$ cat src/hdl/eisp_pkg.sv
/*
 * constants, field layouts and carrier types for the external interrupt
 * sense block of lines a (port a pins 3:0) and f (port f pins 2:0).
 * assumes a classic wishbone master with 32-bit data and byte addresses.
 */
package eisp_pkg;

    localparam int          ADR_W         = 4;
    localparam int          DAT_W         = 32;
    localparam int          PA_W          = 4;
    localparam int          PF_W          = 3;
    localparam int          IRQ_N         = 2;

    localparam logic [3:0]  OFS_CTRL      = 4'h0;
    localparam logic [3:0]  OFS_STAT      = 4'h4;
    localparam logic [3:0]  OFS_MASK      = 4'h8;
    localparam logic [3:0]  OFS_PINS      = 4'hC;

    localparam int          CTRL_SENSE_LSB = 3;
    localparam int          CTRL_SENSE_MSB = 4;
    localparam int          CTRL_INV_BIT   = 2;
    localparam int          PEND_A_BIT     = 0;
    localparam int          PEND_F_BIT     = 1;
    localparam int          PINS_F_LSB     = 4;

    localparam logic [1:0]  MASK_LEVEL_3  = 2'h3;
    localparam logic [1:0]  STAT_RESET    = 2'h0;
    localparam logic [1:0]  MASK_RESET    = 2'h0;
    localparam logic [31:0] DAT_ZERO      = 32'h0000_0000;

    typedef enum logic [1:0] {
        SENSE_FALL_LOW = 2'h0,
        SENSE_RISE     = 2'h1,
        SENSE_FALL     = 2'h2,
        SENSE_BOTH     = 2'h3
    } eisp_sense_t;

    typedef struct packed {
        eisp_sense_t sense;
        logic        invert;
    } eisp_ctrl_t;

    localparam eisp_ctrl_t CTRL_RESET = '{sense: SENSE_FALL_LOW, invert: 1'b0};

    typedef struct packed {
        logic [PF_W-1:0] f;
        logic [PA_W-1:0] a;
    } eisp_pins_t;

    typedef struct packed {
        logic fall;
        logic rise;
        logic low;
        logic high;
    } eisp_evt_t;

endpackage : eisp_pkg

$ cat src/hdl/eisp_top.sv
/*
 * external interrupt sense logic for lines a and f with a wishbone
 * register slave, sticky pending bits, a mask and one level interrupt.
 * assumes pins already synchronous to CLK and mask level bits from the core.
 */
`timescale 1ns/100ps
module eisp_top (
    input  wire logic                        CLK,
    input  wire logic                        RESET_N,
    input  wire logic                        CYC_I,
    input  wire logic                        STB_I,
    input  wire logic                        WE_I,
    input  wire logic [eisp_pkg::ADR_W-1:0]  ADR_I,
    input  wire logic [3:0]                  SEL_I,
    input  wire logic [eisp_pkg::DAT_W-1:0]  DAT_I,
    output      logic [eisp_pkg::DAT_W-1:0]  DAT_O,
    output      logic                        ACK_O,
    input  wire logic [eisp_pkg::PA_W-1:0]   PORT_A,
    input  wire logic [eisp_pkg::PF_W-1:0]   PORT_F,
    input  wire logic                        MASK_LEVEL_HI,
    input  wire logic                        MASK_LEVEL_LO,
    output      logic                        EXT_IRQ_LINE_A,
    output      logic                        EXT_IRQ_LINE_F,
    output      logic                        IRQ
);

    eisp_pkg::eisp_ctrl_t          ext_irq_control_reg;
    eisp_pkg::eisp_ctrl_t          wr_ctrl;
    eisp_pkg::eisp_pins_t          pins_now;
    eisp_pkg::eisp_pins_t          pins_prev;
    eisp_pkg::eisp_evt_t           evt_a;
    eisp_pkg::eisp_evt_t           evt_f;
    logic                          armed;
    logic [eisp_pkg::IRQ_N-1:0]    status;
    logic [eisp_pkg::IRQ_N-1:0]    mask;
    logic [eisp_pkg::IRQ_N-1:0]    hit;
    logic [eisp_pkg::IRQ_N-1:0]    w1c;
    logic [eisp_pkg::IRQ_N-1:0]    next_status;
    logic                          wb_go;
    logic                          wb_wr;
    logic                          level3;
    logic                          ctrl_wr;
    logic                          cfg_change;
    logic [eisp_pkg::DAT_W-1:0]    next_dat;

    // one trigger decode shared by both lines; line f always passes inv = 0
    function automatic logic sense_hit(
        input eisp_pkg::eisp_sense_t s,
        input logic                  inv,
        input eisp_pkg::eisp_evt_t   e
    );
        case (s)
            eisp_pkg::SENSE_FALL_LOW: begin
                sense_hit = inv ? (e.rise | e.high) : (e.fall | e.low);
            end
            eisp_pkg::SENSE_RISE: begin
                sense_hit = inv ? e.fall : e.rise;
            end
            eisp_pkg::SENSE_FALL: begin
                sense_hit = inv ? e.rise : e.fall;
            end
            default: begin
                sense_hit = e.fall | e.rise;
            end
        endcase
    endfunction : sense_hit

    // any pin of a port may raise its line: edges per pin, level of any pin
    function automatic eisp_pkg::eisp_evt_t pin_events(
        input logic [eisp_pkg::PA_W-1:0] cur,
        input logic [eisp_pkg::PA_W-1:0] prev,
        input logic [eisp_pkg::PA_W-1:0] used,
        input logic                      ok
    );
        pin_events.fall = ok & |(used & prev & ~cur);
        pin_events.rise = ok & |(used & ~prev & cur);
        pin_events.low  = |(used & ~cur);
        pin_events.high = |(used & cur);
    endfunction : pin_events

    assign pins_now = '{f: PORT_F, a: PORT_A};
    assign wb_go    = CYC_I & STB_I & ~ACK_O;
    assign wb_wr    = wb_go & WE_I;
    assign level3   = ({MASK_LEVEL_HI, MASK_LEVEL_LO} == eisp_pkg::MASK_LEVEL_3);

    assign wr_ctrl.sense  = eisp_pkg::eisp_sense_t'(
                            DAT_I[eisp_pkg::CTRL_SENSE_MSB:eisp_pkg::CTRL_SENSE_LSB]);
    assign wr_ctrl.invert = DAT_I[eisp_pkg::CTRL_INV_BIT];
    // a write outside level 3 is acknowledged but leaves the field alone
    assign ctrl_wr    = wb_wr & (ADR_I == eisp_pkg::OFS_CTRL) & SEL_I[0] & level3;
    assign cfg_change = ctrl_wr & (wr_ctrl != ext_irq_control_reg);

    // edges are held off until one real sample exists, so reset looks like no edge
    assign evt_a = pin_events(pins_now.a, pins_prev.a, {eisp_pkg::PA_W{1'b1}}, armed);
    assign evt_f = pin_events({1'b0, pins_now.f}, {1'b0, pins_prev.f},
                              {1'b0, {eisp_pkg::PF_W{1'b1}}}, armed);

    assign hit[eisp_pkg::PEND_A_BIT] = sense_hit(ext_irq_control_reg.sense,
                                                 ext_irq_control_reg.invert, evt_a);
    assign hit[eisp_pkg::PEND_F_BIT] = sense_hit(ext_irq_control_reg.sense,
                                                 1'b0, evt_f);

    assign w1c = (wb_wr & (ADR_I == eisp_pkg::OFS_STAT) & SEL_I[0])
               ? DAT_I[eisp_pkg::IRQ_N-1:0] : '0;

    // a new event in the clearing cycle survives: set is or-ed in last
    assign next_status = (status & ~w1c & ~{eisp_pkg::IRQ_N{cfg_change}}) | hit;

    always_ff @(posedge CLK or negedge RESET_N) begin
        if (!RESET_N) begin
            pins_prev <= '0;
            armed     <= 1'b0;
        end else begin
            pins_prev <= pins_now;
            armed     <= 1'b1;
        end
    end

    always_ff @(posedge CLK or negedge RESET_N) begin
        if (!RESET_N) begin
            ext_irq_control_reg <= eisp_pkg::CTRL_RESET;
        end else if (ctrl_wr) begin
            ext_irq_control_reg <= wr_ctrl;
        end
    end

    always_ff @(posedge CLK or negedge RESET_N) begin
        if (!RESET_N) begin
            mask <= eisp_pkg::MASK_RESET;
        end else if (wb_wr && ADR_I == eisp_pkg::OFS_MASK && SEL_I[0]) begin
            mask <= DAT_I[eisp_pkg::IRQ_N-1:0];
        end
    end

    always_ff @(posedge CLK or negedge RESET_N) begin
        if (!RESET_N) begin
            status         <= eisp_pkg::STAT_RESET;
            EXT_IRQ_LINE_A <= 1'b0;
            EXT_IRQ_LINE_F <= 1'b0;
            IRQ            <= 1'b0;
        end else begin
            status         <= next_status;
            EXT_IRQ_LINE_A <= next_status[eisp_pkg::PEND_A_BIT];
            EXT_IRQ_LINE_F <= next_status[eisp_pkg::PEND_F_BIT];
            IRQ            <= |(next_status & mask);
        end
    end

    always_comb begin
        next_dat = eisp_pkg::DAT_ZERO;
        if (ADR_I == eisp_pkg::OFS_CTRL) begin
            next_dat[eisp_pkg::CTRL_SENSE_MSB:eisp_pkg::CTRL_SENSE_LSB] =
                ext_irq_control_reg.sense;
            next_dat[eisp_pkg::CTRL_INV_BIT] = ext_irq_control_reg.invert;
        end else if (ADR_I == eisp_pkg::OFS_STAT) begin
            next_dat[eisp_pkg::IRQ_N-1:0] = status;
        end else if (ADR_I == eisp_pkg::OFS_MASK) begin
            next_dat[eisp_pkg::IRQ_N-1:0] = mask;
        end else if (ADR_I == eisp_pkg::OFS_PINS) begin
            next_dat[eisp_pkg::PA_W-1:0] = pins_now.a;
            next_dat[eisp_pkg::PINS_F_LSB +: eisp_pkg::PF_W] = pins_now.f;
        end
    end

    // ack one cycle after the strobe, dropped the cycle after
    always_ff @(posedge CLK or negedge RESET_N) begin
        if (!RESET_N) begin
            ACK_O <= 1'b0;
            DAT_O <= eisp_pkg::DAT_ZERO;
        end else begin
            ACK_O <= wb_go;
            if (wb_go && !WE_I) begin
                DAT_O <= next_dat;
            end
        end
    end

endmodule : eisp_top

$ cat config.mk
export PLATFORM = sky130hd
export DESIGN_NAME = eisp_top
export DESIGN_NICKNAME = d
export VERILOG_FILES = /design/src/hdl/eisp_pkg.sv /design/src/hdl/eisp_top.sv
export SDC_FILE = /design/constraint.sdc
export NUM_CORES = 1
export LEC_CHECK = 0
export BUFFER_PORTS_ARGS = -buffer_cell sky130_fd_sc_hd__buf_2
export CELL_PAD_IN_SITES_DETAIL_PLACEMENT = 1
export CELL_PAD_IN_SITES_GLOBAL_PLACEMENT = 1
export CORE_MARGIN = 1
export CORE_UTILIZATION = 33
export DETAILED_ROUTE_END_ITERATION = 10
export PLACE_DENSITY_LB_ADDON = 0.1
export REMOVE_ABC_BUFFERS = 1
export SLEW_MARGIN = 10
export SYNTH_ARGS = -nofsm -noshare
export SYNTH_HDL_FRONTEND = slang
export SYNTH_SLANG_ARGS = --single-unit
$ cat constraint.sdc
create_clock -name CLK -period 2.6 [get_ports CLK]
set_input_delay 0.26 -clock CLK [delete_from_list [all_inputs] [get_ports CLK]]
set_output_delay 0.26 -clock CLK [all_outputs]
set_load 0.02 [all_outputs]
# After elaboration in Yosys (flattened, before gate mapping)
# Index checks and enable logic that the tools add are counted.
# W data, S select, Z words.
[totals] reg_bits=26 inputBits=54
[op_classes] n_eq_ne=7 mux=14 bitwise_logic=33 n_reduce_logical=14
[op_table] operator="$reduce_or A4 Y1" count=6
[op_table] operator="$and A1 B1 Y1" count=13
[op_table] operator="$mux W2" count=5
[op_table] operator="$mux W5" count=2
[op_table] operator="$and A4 B4 Y4" count=2
[op_table] operator="$eq A4 B4 Y1 const B" count=2
[op_table] operator="$not A4 Y4" count=2
[op_table] operator="$mux W7" count=1
[op_table] operator="$and A2 B2 Y2" count=3
[op_table] operator="$pmux W1 S3" count=2
[op_table] operator="$or A1 B1 Y1" count=5
[op_table] operator="$and A3 B4 Y4" count=1
[op_table] operator="$eq A2 B2 Y1 const B" count=2
[op_table] operator="$eq A4 B3 Y1 const B" count=1
[op_table] operator="$logic_not A4 Y1" count=1
[op_table] operator="$not A2 Y2" count=2
[op_table] operator="$not A3 Y4" count=1
[op_table] operator="$and A3 B3 Y3" count=1
[op_table] operator="$logic_and A1 B1 Y1" count=3
[op_table] operator="$mux W1" count=3
[op_table] operator="$mux W3" count=1
[op_table] operator="$ne A3 B3 Y1" count=1
[op_table] operator="$not A3 Y3" count=1
[op_table] operator="$reduce_or A3 Y1" count=1
[op_table] operator="other kinds (6)" count=6

# Longest topological paths before layout
# Gate-level depths: netlist of run 1.
[logic_depth] depth_word=12 mapped_depth=7 depth_no_buf=7

# Least setup slack after synthesis of run 1
# Ideal clock, no wire load.
[synth_timing] kind="input to register" start="input ADR_I[2] in the netlist's numbering" end="register IRQ" stages=5 n_path_buf=0 setup_time_ns=0.132 arrival_time_ns=1.609 path_slack_ns=0.858 path_cell_list="or4_4 nor4_4 o31ai_2 a31oi_2 o221ai_2"
[synth_via] elab_chain_cells=10
[synth_lines] item="start, declared" line_no="eisp_top.sv:13" rtl="input wire logic [eisp_pkg::ADR_W-1:0] ADR_I,"
[synth_lines] item="$eq A4 B3 Y1 or $logic_not A4 Y1 (tied branches)" line_no="eisp_top.sv:103, eisp_top.sv:90"
[synth_lines] item="$and A1 B1 Y1 (on tied branches) (2 in a row)" line_no="eisp_top.sv:103, eisp_top.sv:90"
[synth_lines] item="$mux W2 or $and A1 B1 Y1 (tied branches)" line_no="eisp_top.sv:104, eisp_top.sv:90"
[synth_lines] item="$not A2 Y2 or $and A1 B1 Y1 (tied branches)" line_no="eisp_top.sv:107, eisp_top.sv:91"
[synth_lines] item="$and A2 B2 Y2 or $not A2 Y2 (tied branches)" line_no="eisp_top.sv:107" rtl="assign next_status = (status & ~w1c & ~{eisp_pkg::IRQ_N{cfg_change}}) | hit;"
[synth_lines] item="$and A2 B2 Y2 (*)" line_no="eisp_top.sv:107"
[synth_lines] item="$or A2 B2 Y2 (*)" line_no="eisp_top.sv:107"
[synth_lines] item="$and A2 B2 Y2 (*)" line_no="eisp_top.sv:145" rtl="IRQ <= |(next_status & mask);"
[synth_lines] item="$reduce_or A2 Y1 (*)" line_no="eisp_top.sv:145"
[synth_lines] item="end signal, assigned" line_no="eisp_top.sv:145"
[synth_lines] item="end, declared" line_no="eisp_top.sv:24" rtl="output logic IRQ"
# Every way passes the cells marked *; elsewhere a longest branch is shown, timed or not.
# A chain may end at the register's enable or synchronous reset.

# Final worst setup path of run 1
[layout_timing] start="register ext_irq_control_reg[1] in the netlist's numbering" end="register IRQ"
[layout_via] elab_chain_cells=7
[layout_lines] item="start, declared" line_no="eisp_top.sv:27" rtl="eisp_pkg::eisp_ctrl_t ext_irq_control_reg;"
[layout_lines] item="start signal, assigned" line_no="eisp_top.sv:121" rtl="ext_irq_control_reg <= eisp_pkg::CTRL_RESET;"
[layout_lines] item="start signal, assigned" line_no="eisp_top.sv:123" rtl="ext_irq_control_reg <= wr_ctrl;"
[layout_lines] item="$ne A3 B3 Y1" line_no="eisp_top.sv:91" rtl="assign cfg_change = ctrl_wr & (wr_ctrl != ext_irq_control_reg);"
[layout_lines] item="$and A1 B1 Y1" line_no="eisp_top.sv:91"
[layout_lines] item="$not A2 Y2" line_no="eisp_top.sv:107"
[layout_lines] item="$and A2 B2 Y2" line_no="eisp_top.sv:107"
[layout_lines] item="$or A2 B2 Y2 (*)" line_no="eisp_top.sv:107"
[layout_lines] item="$and A2 B2 Y2 (*)" line_no="eisp_top.sv:145"
[layout_lines] item="$reduce_or A2 Y1 (*)" line_no="eisp_top.sv:145"
# Marks and branches as above.

==> results.md, run 1 <==
* DRC at 0
* WP data required at 2.75 ns
* Drt wl/cell at approximately 15 um
* Top Metal Used: met4
* CTS root buffer: clkbuf_8
* Max-cap violation count at 0
* Grt ovf at 0
* Via density at 4.951
* Worst setup EP type: flop
* Synth warn at 0
* Synth area leaders: dfrtp_1 40%, buf_4 13%, nor2b_1 3.8%, nand2_1 3.5%, ha_1 3.4%
* Final min period at 1.870 ns
* Largest net degree at the start of global routing at 25
* Period utilisation layout at around 70%
* Vias in the first global route at roughly 1300
* Sequential element share of the synthesized area at around 40%
* Main synth FF type: dfrtp_1
* P per Cell Area at ~530 nW/um2
* Largest area contributor in the netlist: dfrtp_1
* Peak supply drop at 0.2167 mV
* Post-DP HPWL at roughly 2800 um
* Hold path depth at 1
* Min-delay src: PORT_F[2]
* Post-Synthesis Cells at 154
* Status: finished clean
* Area delta synth->final at 15.16%
* Final setup viols at 0
* DRT Pass-1 Iters at 4
* Nets at 251
* Clock skew at 0.002076 ns
* Met3 WL at 125 um
* Post-synth ARST share at 100.0%
* Crit path max fanout at 4
* Maximum clock rate at approximately 530 MHz
* Global placer's final weighted congestion at ~0.82
* Clock transition at path regs at approximately 0.090 ns
* Die area at between 4000 and 5000 um2
* Crit Path Category: flop to flop
* Routed wl met2 at about 1800 um
* Setup TNS at 0 ns
* Via count at ~1200
* First-pass GRT wire length at 6154 um
* Starting Density at roughly a third
* Rel. slew slack at about 60%
* FF-to-FF path depth at 7
* Startpoint types: flop
* Io pins at 90
* Deepest clock path buffer count at 2
* N_diodes at 0
* Post-CTS resize count at 0
* Flop2flop setup slack at ~0.73 ns
* All-Layer GR Usage at 16.13%
* Worst hold path class: input pin to flop
* Synth cell types at 40
* Worst EP arrival at between 2 and 2.5 ns
* Share of cells above drive strength 1 at about a quarter
* Post-synth EDFFs at 0
* Post-route ant nets at 0
* Worst-margin pin slew at 0.5867 ns
* Worst R2R End: IRQ$_DFF_PN0_
* DRT iter0 DRCs at 43
* Hold Vio Cnt, Final at 0
* Core area at 4354 um2
* Post-synth top area share at approximately 40%
* Seq cells post-synth at 24
* Leak at slightly above 0.8 nW
* CTS H-tree lvls at 1
* Multi-input combinational cell area at 747.0 um2
* Hold Path End: pins_prev[6]$_DFF_PN0_
* Final slew viol count at 0
* Die width at between 60 and 70 um
* Worst skew pair latency at 0.27 ns
* Fill cell count at approximately 540
* CTS tree: done
* Height of the die at around 69 um
* Reg area at ~600 um2
* Total CTS buffers at 3
* Most common cell after layout, fill and taps aside: buf_2
* Core Rows at 24
* Final WL at roughly 3600 um
* Number of port buffers at 34
* RSZ-0062 raised after global routing: false
* Clock sink count at 24
* Util after Layout at between 30 and 40%
* Met1 WL at 1638 um
* Commonest non-fill, non-tap cells in the layout: 34 x buf_2, 26 x conb_1, 24 x dfrtp_1
* Worst r2r src: ext_irq_control_reg[1]$_DFFE_PN0P_
* Initial antenna violation count at 0
* Synthesized area at 1494 um2
* Avg Synthesized Cell Area at between 9 and 10 um2
==> worst max-delay path: stages (launching register included) <==
cell and delay, ns:
dfrtp_1 0.44, inv_1 0.12, ha_1 0.26, or3_1 0.40, nand3_1 0.11, a21oi_1 0.05
a2bb2oi_1 0.22, o221ai_2 0.13
==> through the flow <==
stage	setup WS (ns)	hold slack, ns	instance area [um2]	total power, mW	std cells
5_1_grt	0.5857	0.1510	1720	0.9607	244
3_3_place_gp	0.5573	0.2798	1639	0.5826	239
3_5_place_dp	0.4986	0.2913	1639	0.5882	239
2_1_floorplan	0.7978	-0.03559	1389	0.5186	151
4_1_cts	0.7428	0.1523	1720	0.9237	244
6_report	0.7295	0.1520	1720	0.9158	244
==> layout make-up <==
cell class	count	area share [%]
Clock inverter	1	1.745
Tap cell	52	3.782
Sequential cell	24	34.91
Multi-Input combinational cell	116	43.42
Timing Repair Buffer	37	11.35
Clock buffer	3	2.400
Inverter	11	2.400
==> power breakdown <==
part           internal (mW)  switching (mW)  total (mW)
sequential             0.394          0.0149       0.409
combinational         0.0580           0.115       0.173
clock                  0.206           0.127       0.333
==> cell usage after synthesis (all sizes together), types with 3 or more instances <==
| master | number |
|---|---|
| a22oi | 3 |
| buf | 25 |
| dfrtp | 24 |
| ha | 4 |
| inv | 11 |
| nand2 | 14 |
| nand2b | 6 |
| nand3 | 4 |
| nand4 | 4 |
| nor2b | 9 |
| nor3 | 3 |
| o21ai | 7 |
| xor2 | 3 |
==> layer usage <==
| metal | GRT usage (%) | vias up |
|---|---|---|
| met3 | 2.035 | 5 |
| met2 | 28.05 | 33 |
| met1 | 20.89 | 604 |
| met4 | 4.762 | 0 |
| li1 | - | 566 |
| met5 | 0 | - |
==> worst max-delay path by stage <==
stage / to / startpoint / slack, ns / depth (start not counted)
after floorplan: DAT_O[2]$_DFFE_PN0P_ / ACK_O$_DFF_PN0_ / 0.80 / 5
after global placement: IRQ$_DFF_PN0_ / ADR_I[2] / 0.56 / 6
after detailed placement: IRQ$_DFF_PN0_ / ADR_I[2] / 0.50 / 6
after CTS: IRQ$_DFF_PN0_ / ext_irq_control_reg[1]$_DFFE_PN0P_ / 0.74 / 7
after global routing: IRQ$_DFF_PN0_ / ext_irq_control_reg[1]$_DFFE_PN0P_ / 0.59 / 7
final: IRQ$_DFF_PN0_ / ext_irq_control_reg[1]$_DFFE_PN0P_ / 0.73 / 7
==> logic make-up after synthesis <==
family	after synthesis	synth area share, %
compound gates	27	14.74
xor+xnor	3	1.759
fa+ha+maj	4	3.350
buf+inv	38	15.83
flops	24	40.20
mux	2	1.507
other cells	2	0.5027
simple gates	54	22.11
==> what timing repair did <==
action                    in CTS  in global routing
hold buffers                   1                  0
setup buffers                  0                  0
hold endpoints to repair      24                  0
Note: power is estimated with default switching activity, not from simulation.
==> inputs of run 2 (changes only) <==
--- a/config.mk
+++ b/config.mk
@@ -5,11 +5,12 @@
 export SDC_FILE = /design/constraint.sdc
 export NUM_CORES = 1
 export LEC_CHECK = 0
+export ABC_AREA = 1
 export BUFFER_PORTS_ARGS = -buffer_cell sky130_fd_sc_hd__buf_2
 export CELL_PAD_IN_SITES_DETAIL_PLACEMENT = 1
 export CELL_PAD_IN_SITES_GLOBAL_PLACEMENT = 1
 export CORE_MARGIN = 1
-export CORE_UTILIZATION = 33
+export CORE_UTILIZATION = 27
 export DETAILED_ROUTE_END_ITERATION = 10
 export PLACE_DENSITY_LB_ADDON = 0.1
 export REMOVE_ABC_BUFFERS = 1
==> constraint.sdc (replaced) <==
create_clock -name CLK -period 1.6 [get_ports CLK]
set_input_delay 0.16 -clock CLK [delete_from_list [all_inputs] [get_ports CLK]]
set_output_delay 0.16 -clock CLK [all_outputs]
set_load 0.02 [all_outputs]
==> run 2 against run 1 <==
Against the previous run:
- die area grew 24%
- via count grew 3.0%
- synthesized area grew 1.9%
- sequential share of layout area shrank 2.3 points
- setup slack lost 0.66 ns
==> results.md, run 2 <==
* Startpoint types: flop
* Deepest clock path buffer count at 2 (unchanged)
* Post-synthesis simple-gate area fraction at 26.05% (+3.9 points)
* WP data required at 1.76 ns (-0.99 ns)
* Commonest non-fill, non-tap cells in the layout: 47 x nand2_1, 34 x buf_2, 26 x conb_1
* Final WL at 3498 um (-3.4%)
* Hold path depth at 1 (unchanged)
* Share of cells above drive strength 1 at 31.91% (+5.9 points)
* NetSw at 399.0 uW (+55%)
* Worst skew pair latency at 0.27 ns (about the same)
* Most common cell in the netlist: nand2_1
* N_diodes at 0 (unchanged)
* Initial antenna violation count at 0 (unchanged)
* Maximum clock rate at 652.9 MHz (+22%)
* DP Area at 1735 um2 (+5.9%)
* DRT Pass-1 Iters at 4 (unchanged)
* Core area at 5270 um2 (+21%)
* Drt wl/cell at 11.47 um (-23%)
* Largest net degree at the start of global routing at 25 (unchanged)
* Worst EP arrival at 1.69 ns (-0.33 ns)
* Leak at 1.027 nW (+24%)
* Peak supply drop at 0.3031 mV (+40%)
* Crit Path Category: flop to flop
* Gate power share at 22.1% (+3.2 points)
* Via density at 4.079 (-18%)
* Final slew viol count at 0 (unchanged)
* Post-route ant nets at 0 (unchanged)
* Height of the die at 77.10 um (+11%)
* RSZ-0062 raised after global routing: true
* Hold Path End: pins_prev[5]$_DFF_PN0_
* Main synth FF type: dfrtp_1
* Nets at 295 (+18%)
* CTS H-tree lvls at 1 (unchanged)
* M3 GR Usage at 2.143% (+0.11 points)
* Hold Vio Cnt, Final at 0 (unchanged)
* Fill cell count at 669 (+24%)
* Sequential element share of the synthesized area at 39.44% (-0.76 points)
* Worst r2r src: ext_irq_control_reg[1]$_DFFE_PN0P_
* Avg Synthesized Cell Area at 8.100 um2 (-17%)
* Max-cap violation count at 0 (unchanged)
* DRC at 0 (unchanged)
* Cell Int Power at 902.0 uW (+37%)
* FF-to-FF path depth at 10 (+3)
* Die width at 77.10 um (+11%)
* Synth area leaders: dfrtp_1 39%, buf_4 12%, nand2_1 12%, inv_1 5.9%, nand3_1 4.3%
* Worst R2R End: IRQ$_DFF_PN0_
* Vias in the first global route at 1239 (-2.3%)
* Final setup viols at 0 (unchanged)
* GR Util met1 at 17.27% (-3.6 points)
* Largest family of logic cells by synthesized area: simple AND/OR/NAND/NOR gates
* Clock transition at path regs at 0.08 ns (about the same)
* Rel. slew slack at 63.52% (+2.6 points)
* Largest area contributor in the netlist: dfrtp_1
* GRT busiest layer: met2
* Starting Density at 28.89% (-5.4 points)
* Post-route cell area at 1844 um2 (+7.2%)
* DRT iter0 DRCs at 41 (-4.7%)
* Clock power frac at 27.3% (-9.1 points)
* P per Cell Area at 705.4 nW/um2 (+33%)
* Sw frac at 30.67% (+2.6 points)
* Worst hold path class: input pin to flop
* Via count at 1244 (+3.0%)
* Area delta synth->final at 21.12%
* Adder-Cell Fraction of Synth Area at 3.287% (-0.063 points)
* Clock skew at 0.003922 ns (+0.001847 ns)
* Post-synth EDFFs at 0 (unchanged)
* Grt ovf at 0 (unchanged)
* GR Util met2 at 19.91% (-8.1 points)
* First-pass GRT wire length at 5871 um (-4.6%)
* Power Total at 1.301 mW (+42%)
* Total CTS buffers at 3 (unchanged)
* Post-Synthesis Cells at 188 (+22%)
* XOR/XNOR share of the synthesized area at 1.150% (-0.61 points)
* Number of port buffers at 34 (unchanged)
* Die area at 5944 um2 (+24%)
* Post-DP HPWL at 3003 um (+5.6%)
* Synth Area in Compound Gates at 8.463% (-6.3 points)
* Seq cells post-synth at 24 (unchanged)
* Final min period at 1.532 ns (-0.3389 ns)
* Most common cell after layout, fill and taps aside: nand2_1
* Post-synth ARST share at 100.0% (unchanged)
* Post-synth top area share at 39.44% (-0.76 points)
* Min-delay src: PORT_F[1]
* Io pins at 90 (unchanged)
* Core Rows at 26 (+8.3%)
* Worst setup EP type: flop
* Global placer's final weighted congestion at 0.7421 (-9.1%)
* CTS root buffer: clkbuf_8
* Reg power frac at 50.6% (+5.9 points)
* Synth warn at 0 (unchanged)
* Clock sink count at 24 (unchanged)
* Worst-margin pin slew at 0.5472 ns (-0.03946 ns)
* CTS tree: done
* All-Layer GR Usage at 12.70% (-3.4 points)
* Multiplexer area fraction after synthesis at 0.7395% (-0.77 points)
* Most frequent cells after synthesis: 49 x nand2_1, 25 x buf_4, 24 x dfrtp_1, 24 x inv_1, 13 x nand3_1
* Crit path max fanout at 3 (-1)
* Synth cell types at 30 (-25%)
* Synthesized area at 1523 um2 (+1.9%)
* Flop2flop setup slack at 0.07 ns (-0.66 ns)
* Status: finished clean
* Period utilisation layout at 95.72% (+24 points)
run 2: area by class of cell:
cell class	count	area [um2]	share of cell area, %
clock buffer	3	41.29	2.239
inverter	32	122.6	6.649
multi-input combinational	131	737.0	39.96
sequential	24	600.6	32.56
tap	70	87.58	4.749
timing repair buffer	45	255.2	13.84
run 2: worst max-delay path by stage:
stage | from | endpoint | slack (ns)
3_3_place_gp | ext_irq_control_reg[1]$_DFFE_PN0P_ | IRQ$_DFF_PN0_ | -0.08
4_1_cts | ext_irq_control_reg[1]$_DFFE_PN0P_ | IRQ$_DFF_PN0_ | 0.01
2_1_floorplan | ext_irq_control_reg[1]$_DFFE_PN0P_ | IRQ$_DFF_PN0_ | 0.05
5_1_grt | ext_irq_control_reg[1]$_DFFE_PN0P_ | IRQ$_DFF_PN0_ | -0.02
6_report | ext_irq_control_reg[1]$_DFFE_PN0P_ | IRQ$_DFF_PN0_ | 0.07
3_5_place_dp | ext_irq_control_reg[1]$_DFFE_PN0P_ | IRQ$_DFF_PN0_ | -0.1
run 2: cells by family (layout without fill, tap and decap cells):
| group | Yosys count | after routing |
|---|---|---|
| adder cells (fa/ha/maj) | 4 | 4 |
| flip-flops | 24 | 24 |
| AO/OA/AOI/OAI | 21 | 21 |
| multiplexers | 1 | 1 |
| XOR/XNOR | 2 | 2 |
| buffers and inverters | 57 | 80 |
| other | 2 | 26 |
| AND/OR/NAND/NOR | 77 | 77 |
run 2: per-stage QoR:
stage	TNS (ns)	util (%)	setup slack, ns	hold slack, ns	instances
global placement	-0.07656	32.93	-0.07656	0.2001	298
CTS	0	34.64	0.01117	0.02259	305
detailed placement	-0.09540	32.93	-0.09540	0.1914	298
finish	0	35.00	0.06844	0.02616	305
floorplan	0	-	0.05162	-0.1356	187
global route	-0.01742	35.00	-0.01742	0.02033	305
run 2: power groups by stage:
stage | clock network [mW] | registers, mW | logic (mW)
2_1_floorplan | 0 | 0.686 | 0.148
3_3_place_gp | 0 | 0.670 | 0.274
3_5_place_dp | 0 | 0.670 | 0.276
4_1_cts | 0.370 | 0.659 | 0.288
5_1_grt | 0.393 | 0.663 | 0.321
6_report | 0.355 | 0.658 | 0.288
run 2: repair_timing:
item	in CTS	in global routing
hold endpoints to repair	24	0
endpoints found under the setup margin	2	1
buffers inserted	3	0
gates cloned	0	0
hold buffers	1	0
gates resized for setup	6	5
pin swaps	6	4
run 2: worst max-delay path, cell delays in order, from the launching register on:
cell       delay [ns]
dfrtp_1          0.40
inv_2            0.07
ha_4             0.26
inv_2            0.03
or2_4            0.22
nand3_2          0.06
nand2_2          0.05
a2bb2oi_2        0.12
nand2_1          0.09
nand2_1          0.07
nand2_1          0.05
run 2: metal layers:
| metal | wire length (um) | share of wire [%] |
|---|---|---|
| met5 | 0 | 0 |
| met2 | 1582 | 45 |
| met1 | 1707 | 49 |
| met4 | 55 | 1.6 |
| met3 | 152 | 4.3 |
==> inputs of run 3 (changes only) <==
--- a/config.mk
+++ b/config.mk
@@ -9,7 +9,7 @@
 export BUFFER_PORTS_ARGS = -buffer_cell sky130_fd_sc_hd__buf_2
 export CELL_PAD_IN_SITES_DETAIL_PLACEMENT = 1
 export CELL_PAD_IN_SITES_GLOBAL_PLACEMENT = 1
-export CORE_MARGIN = 1
+export CORE_MARGIN = 8
 export CORE_UTILIZATION = 27
 export DETAILED_ROUTE_END_ITERATION = 10
 export PLACE_DENSITY_LB_ADDON = 0.1
==> run 3 against run 2 <==
Against the previous run:
- non-clock buffer count fell by 3
- die area rose by 40%
- clock skew barely moved
- largest cell class unchanged
- core utilization fell by 1.1 points
==> results.md, run 3 (synthesis gave the netlist of run 2 again) <==
* Crit-path leading delay family: simple AND/OR/NAND/NOR gates
* Share of cells above drive strength 1 at 30.90% (-1.0 points)
* Global placer's final weighted congestion at 0.7155 (-3.6%)
* N_diodes at 0 (unchanged)
* Layout Cells excl Fill at 305 (unchanged)
* Worst setup EP type: flop
* Clock transition at path regs at 0.09 ns (about the same)
* Hold Vio Cnt, Final at 0 (unchanged)
* DRC at 0 (unchanged)
* Max-cap violation count at 0 (unchanged)
* Flop2flop setup slack at 0.08 ns (+0.02 ns)
* CTS H-tree lvls at 1 (unchanged)
* Commonest non-fill, non-tap cells in the layout: 47 x nand2_1, 34 x buf_2, 26 x conb_1
* Crit path max fanout at 3 (unchanged)
* Most frequent CP cell: nand2_1
* Final min period at 1.516 ns (-0.01573 ns)
* Total CTS buffers at 3 (unchanged)
* P per Cell Area at 807.5 nW/um2 (+14%)
* Io pins at 90 (unchanged)
* Inst Count DP at 299 (+0.34%)
* Rel. slew slack at 60.87% (-2.6 points)
* Worst hold path class: input pin to flop
* All-Layer GR Usage at 9.679% (-3.0 points)
* Via density at 4.151 (+1.8%)
* CP cell instances: inv_2, ha_4, inv_2, or2_4, nand3_2, nand2_2, a2bb2oi_2, nand2_1, nand2_1, nand2_1
* Core area at 5473 um2 (+3.8%)
* Area delta synth->final at 21.94%
* Fill cell count at 708 (+5.8%)
* Most common cell after layout, fill and taps aside: nand2_1
* CP bufs+invs at 2 (unchanged)
* Worst R2R End: IRQ$_DFF_PN0_
* Via count at 1266 (+1.8%)
* Util after Layout at 33.93% (-1.1 points)
* Hold path depth at 1 (unchanged)
* Vias in the first global route at 1358 (+9.6%)
* Setup Fix Bufs, Post-CTS at 0 (-3)
* FF-to-FF path depth at 10 (unchanged)
* Deepest clock path buffer count at 2 (unchanged)
* Min-delay src: PORT_F[1]
* Die area at 8298 um2 (+40%)
* Clock sink count at 24 (unchanged)
* Setup TNS at 0 ns (unchanged)
* Starting Density at 27.82% (-1.1 points)
* Maximum clock rate at 659.7 MHz (+1.0%)
* Worst skew pair latency at 0.28 ns (about the same)
* Worst EP arrival at 1.69 ns (about the same)
* Peak supply drop at 0.2909 mV (-4.0%)
* Status: finished clean
* Worst r2r src: ext_irq_control_reg[1]$_DFFE_PN0P_
* CTS root buffer: clkbuf_8
* Die width at 91.10 um (+18%)
* Initial antenna violation count at 0 (unchanged)
* Startpoint types: flop
* Number of port buffers at 34 (unchanged)
* Power Total at 1.499 mW (+15%)
* Crit Path Category: flop to flop
* WP data required at 1.77 ns (about the same)
* First-pass GRT wire length at 6589 um (+12%)
* Final WL at 3950 um (+13%)
* Final setup viols at 0 (unchanged)
* Leak at 1.029 nW (+0.16%)
* Largest net degree at the start of global routing at 25 (unchanged)
* DRT Pass-1 Iters at 3 (-1)
* Post-DP HPWL at 3279 um (+9.2%)
* Height of the die at 91.10 um (+18%)
* Worst-margin pin slew at 0.5869 ns (+0.03967 ns)
* Core Rows at 27 (+3.8%)
* Clock skew at 0.004255 ns (+0.0003323 ns)
* Hold Path End: pins_prev[5]$_DFF_PN0_
* CTS tree: done
* CP max-delay cell: dfrtp_1
* RSZ-0062 raised after global routing: true
* Period utilisation layout at 94.74% (-0.98 points)
* Post-route ant nets at 0 (unchanged)
* Grt ovf at 0 (unchanged)
* Nets at 292 (-1.0%)
* DRT iter0 DRCs at 27 (-34%)
* Drt wl/cell at 12.95 um (+13%)
* CP peak stage delay at 0.39 ns (about the same)
* Final slew viol count at 0 (unchanged)
-- run 3: how the worst max path moves through the flow --
stage / startpoint / to / cells after the start
final: ext_irq_control_reg[1]$_DFFE_PN0P_ / IRQ$_DFF_PN0_ / 10
after global placement: ext_irq_control_reg[2]$_DFFE_PN0P_ / IRQ$_DFF_PN0_ / 10
after floorplan: ext_irq_control_reg[1]$_DFFE_PN0P_ / IRQ$_DFF_PN0_ / 10
after global routing: ext_irq_control_reg[1]$_DFFE_PN0P_ / IRQ$_DFF_PN0_ / 10
after CTS: ext_irq_control_reg[1]$_DFFE_PN0P_ / IRQ$_DFF_PN0_ / 11
after detailed placement: ext_irq_control_reg[2]$_DFFE_PN0P_ / IRQ$_DFF_PN0_ / 10
-- run 3: area by class of cell --
| cell class | count | area [um2] | share of cell area, % |
|---|---|---|---|
| multi-input cells | 131 | 737.0 | 39.69 |
| well taps | 72 | 90.09 | 4.852 |
| clock buffers | 3 | 41.29 | 2.224 |
| repair buffers | 42 | 235.2 | 12.67 |
| inverters | 32 | 122.6 | 6.604 |
| clock inverters | 1 | 30.03 | 1.617 |
| flip-flops and latches | 24 | 600.6 | 32.35 |
-- run 3: timing repair --
action                                 4_1_cts  5_1_grt
gates resized for setup                      7        4
cloned                                       0        0
pin swaps                                    3        4
endpoints found under the hold margin       25        0
setup endpoints to repair                    1        1
hold buffers                                 2        0
-- run 3: power by group --
| part | internal (mW) | switching [mW] | leakage (nW) |
|---|---|---|---|
| combinational | 0.0931 | 0.195 | 0.710 |
| sequential | 0.638 | 0.0191 | 0.284 |
| clock | 0.335 | 0.219 | 0.0357 |
-- run 3: through the flow --
| stage | worst slack (ns) | hold WS [ns] | area [um2] |
|---|---|---|---|
| global route | -0.01456 | 0.002616 | 1857 |
| finish | 0.08417 | 0.01462 | 1857 |
| global placement | -0.04725 | 0.2046 | 1730 |
| floorplan | 0.05162 | -0.1356 | 1425 |
| detailed placement | -0.06978 | 0.2112 | 1730 |
| CTS | 0.005788 | 0.005343 | 1838 |
-- run 3: metal layers --
layer	part of all wire (%)	track usage (%)
met1	45	11.52
met2	45	15.30
met3	8.3	3.621
met4	1.5	4.093
met5	0	0
-- run 3: worst reg2reg max path: stages (launching register included) --
cell	delay, ns
dfrtp_1	0.39
inv_2	0.07
ha_4	0.26
inv_2	0.03
or2_4	0.22
nand3_2	0.07
nand2_2	0.05
a2bb2oi_2	0.13
nand2_1	0.09
nand2_1	0.07
nand2_1	0.04
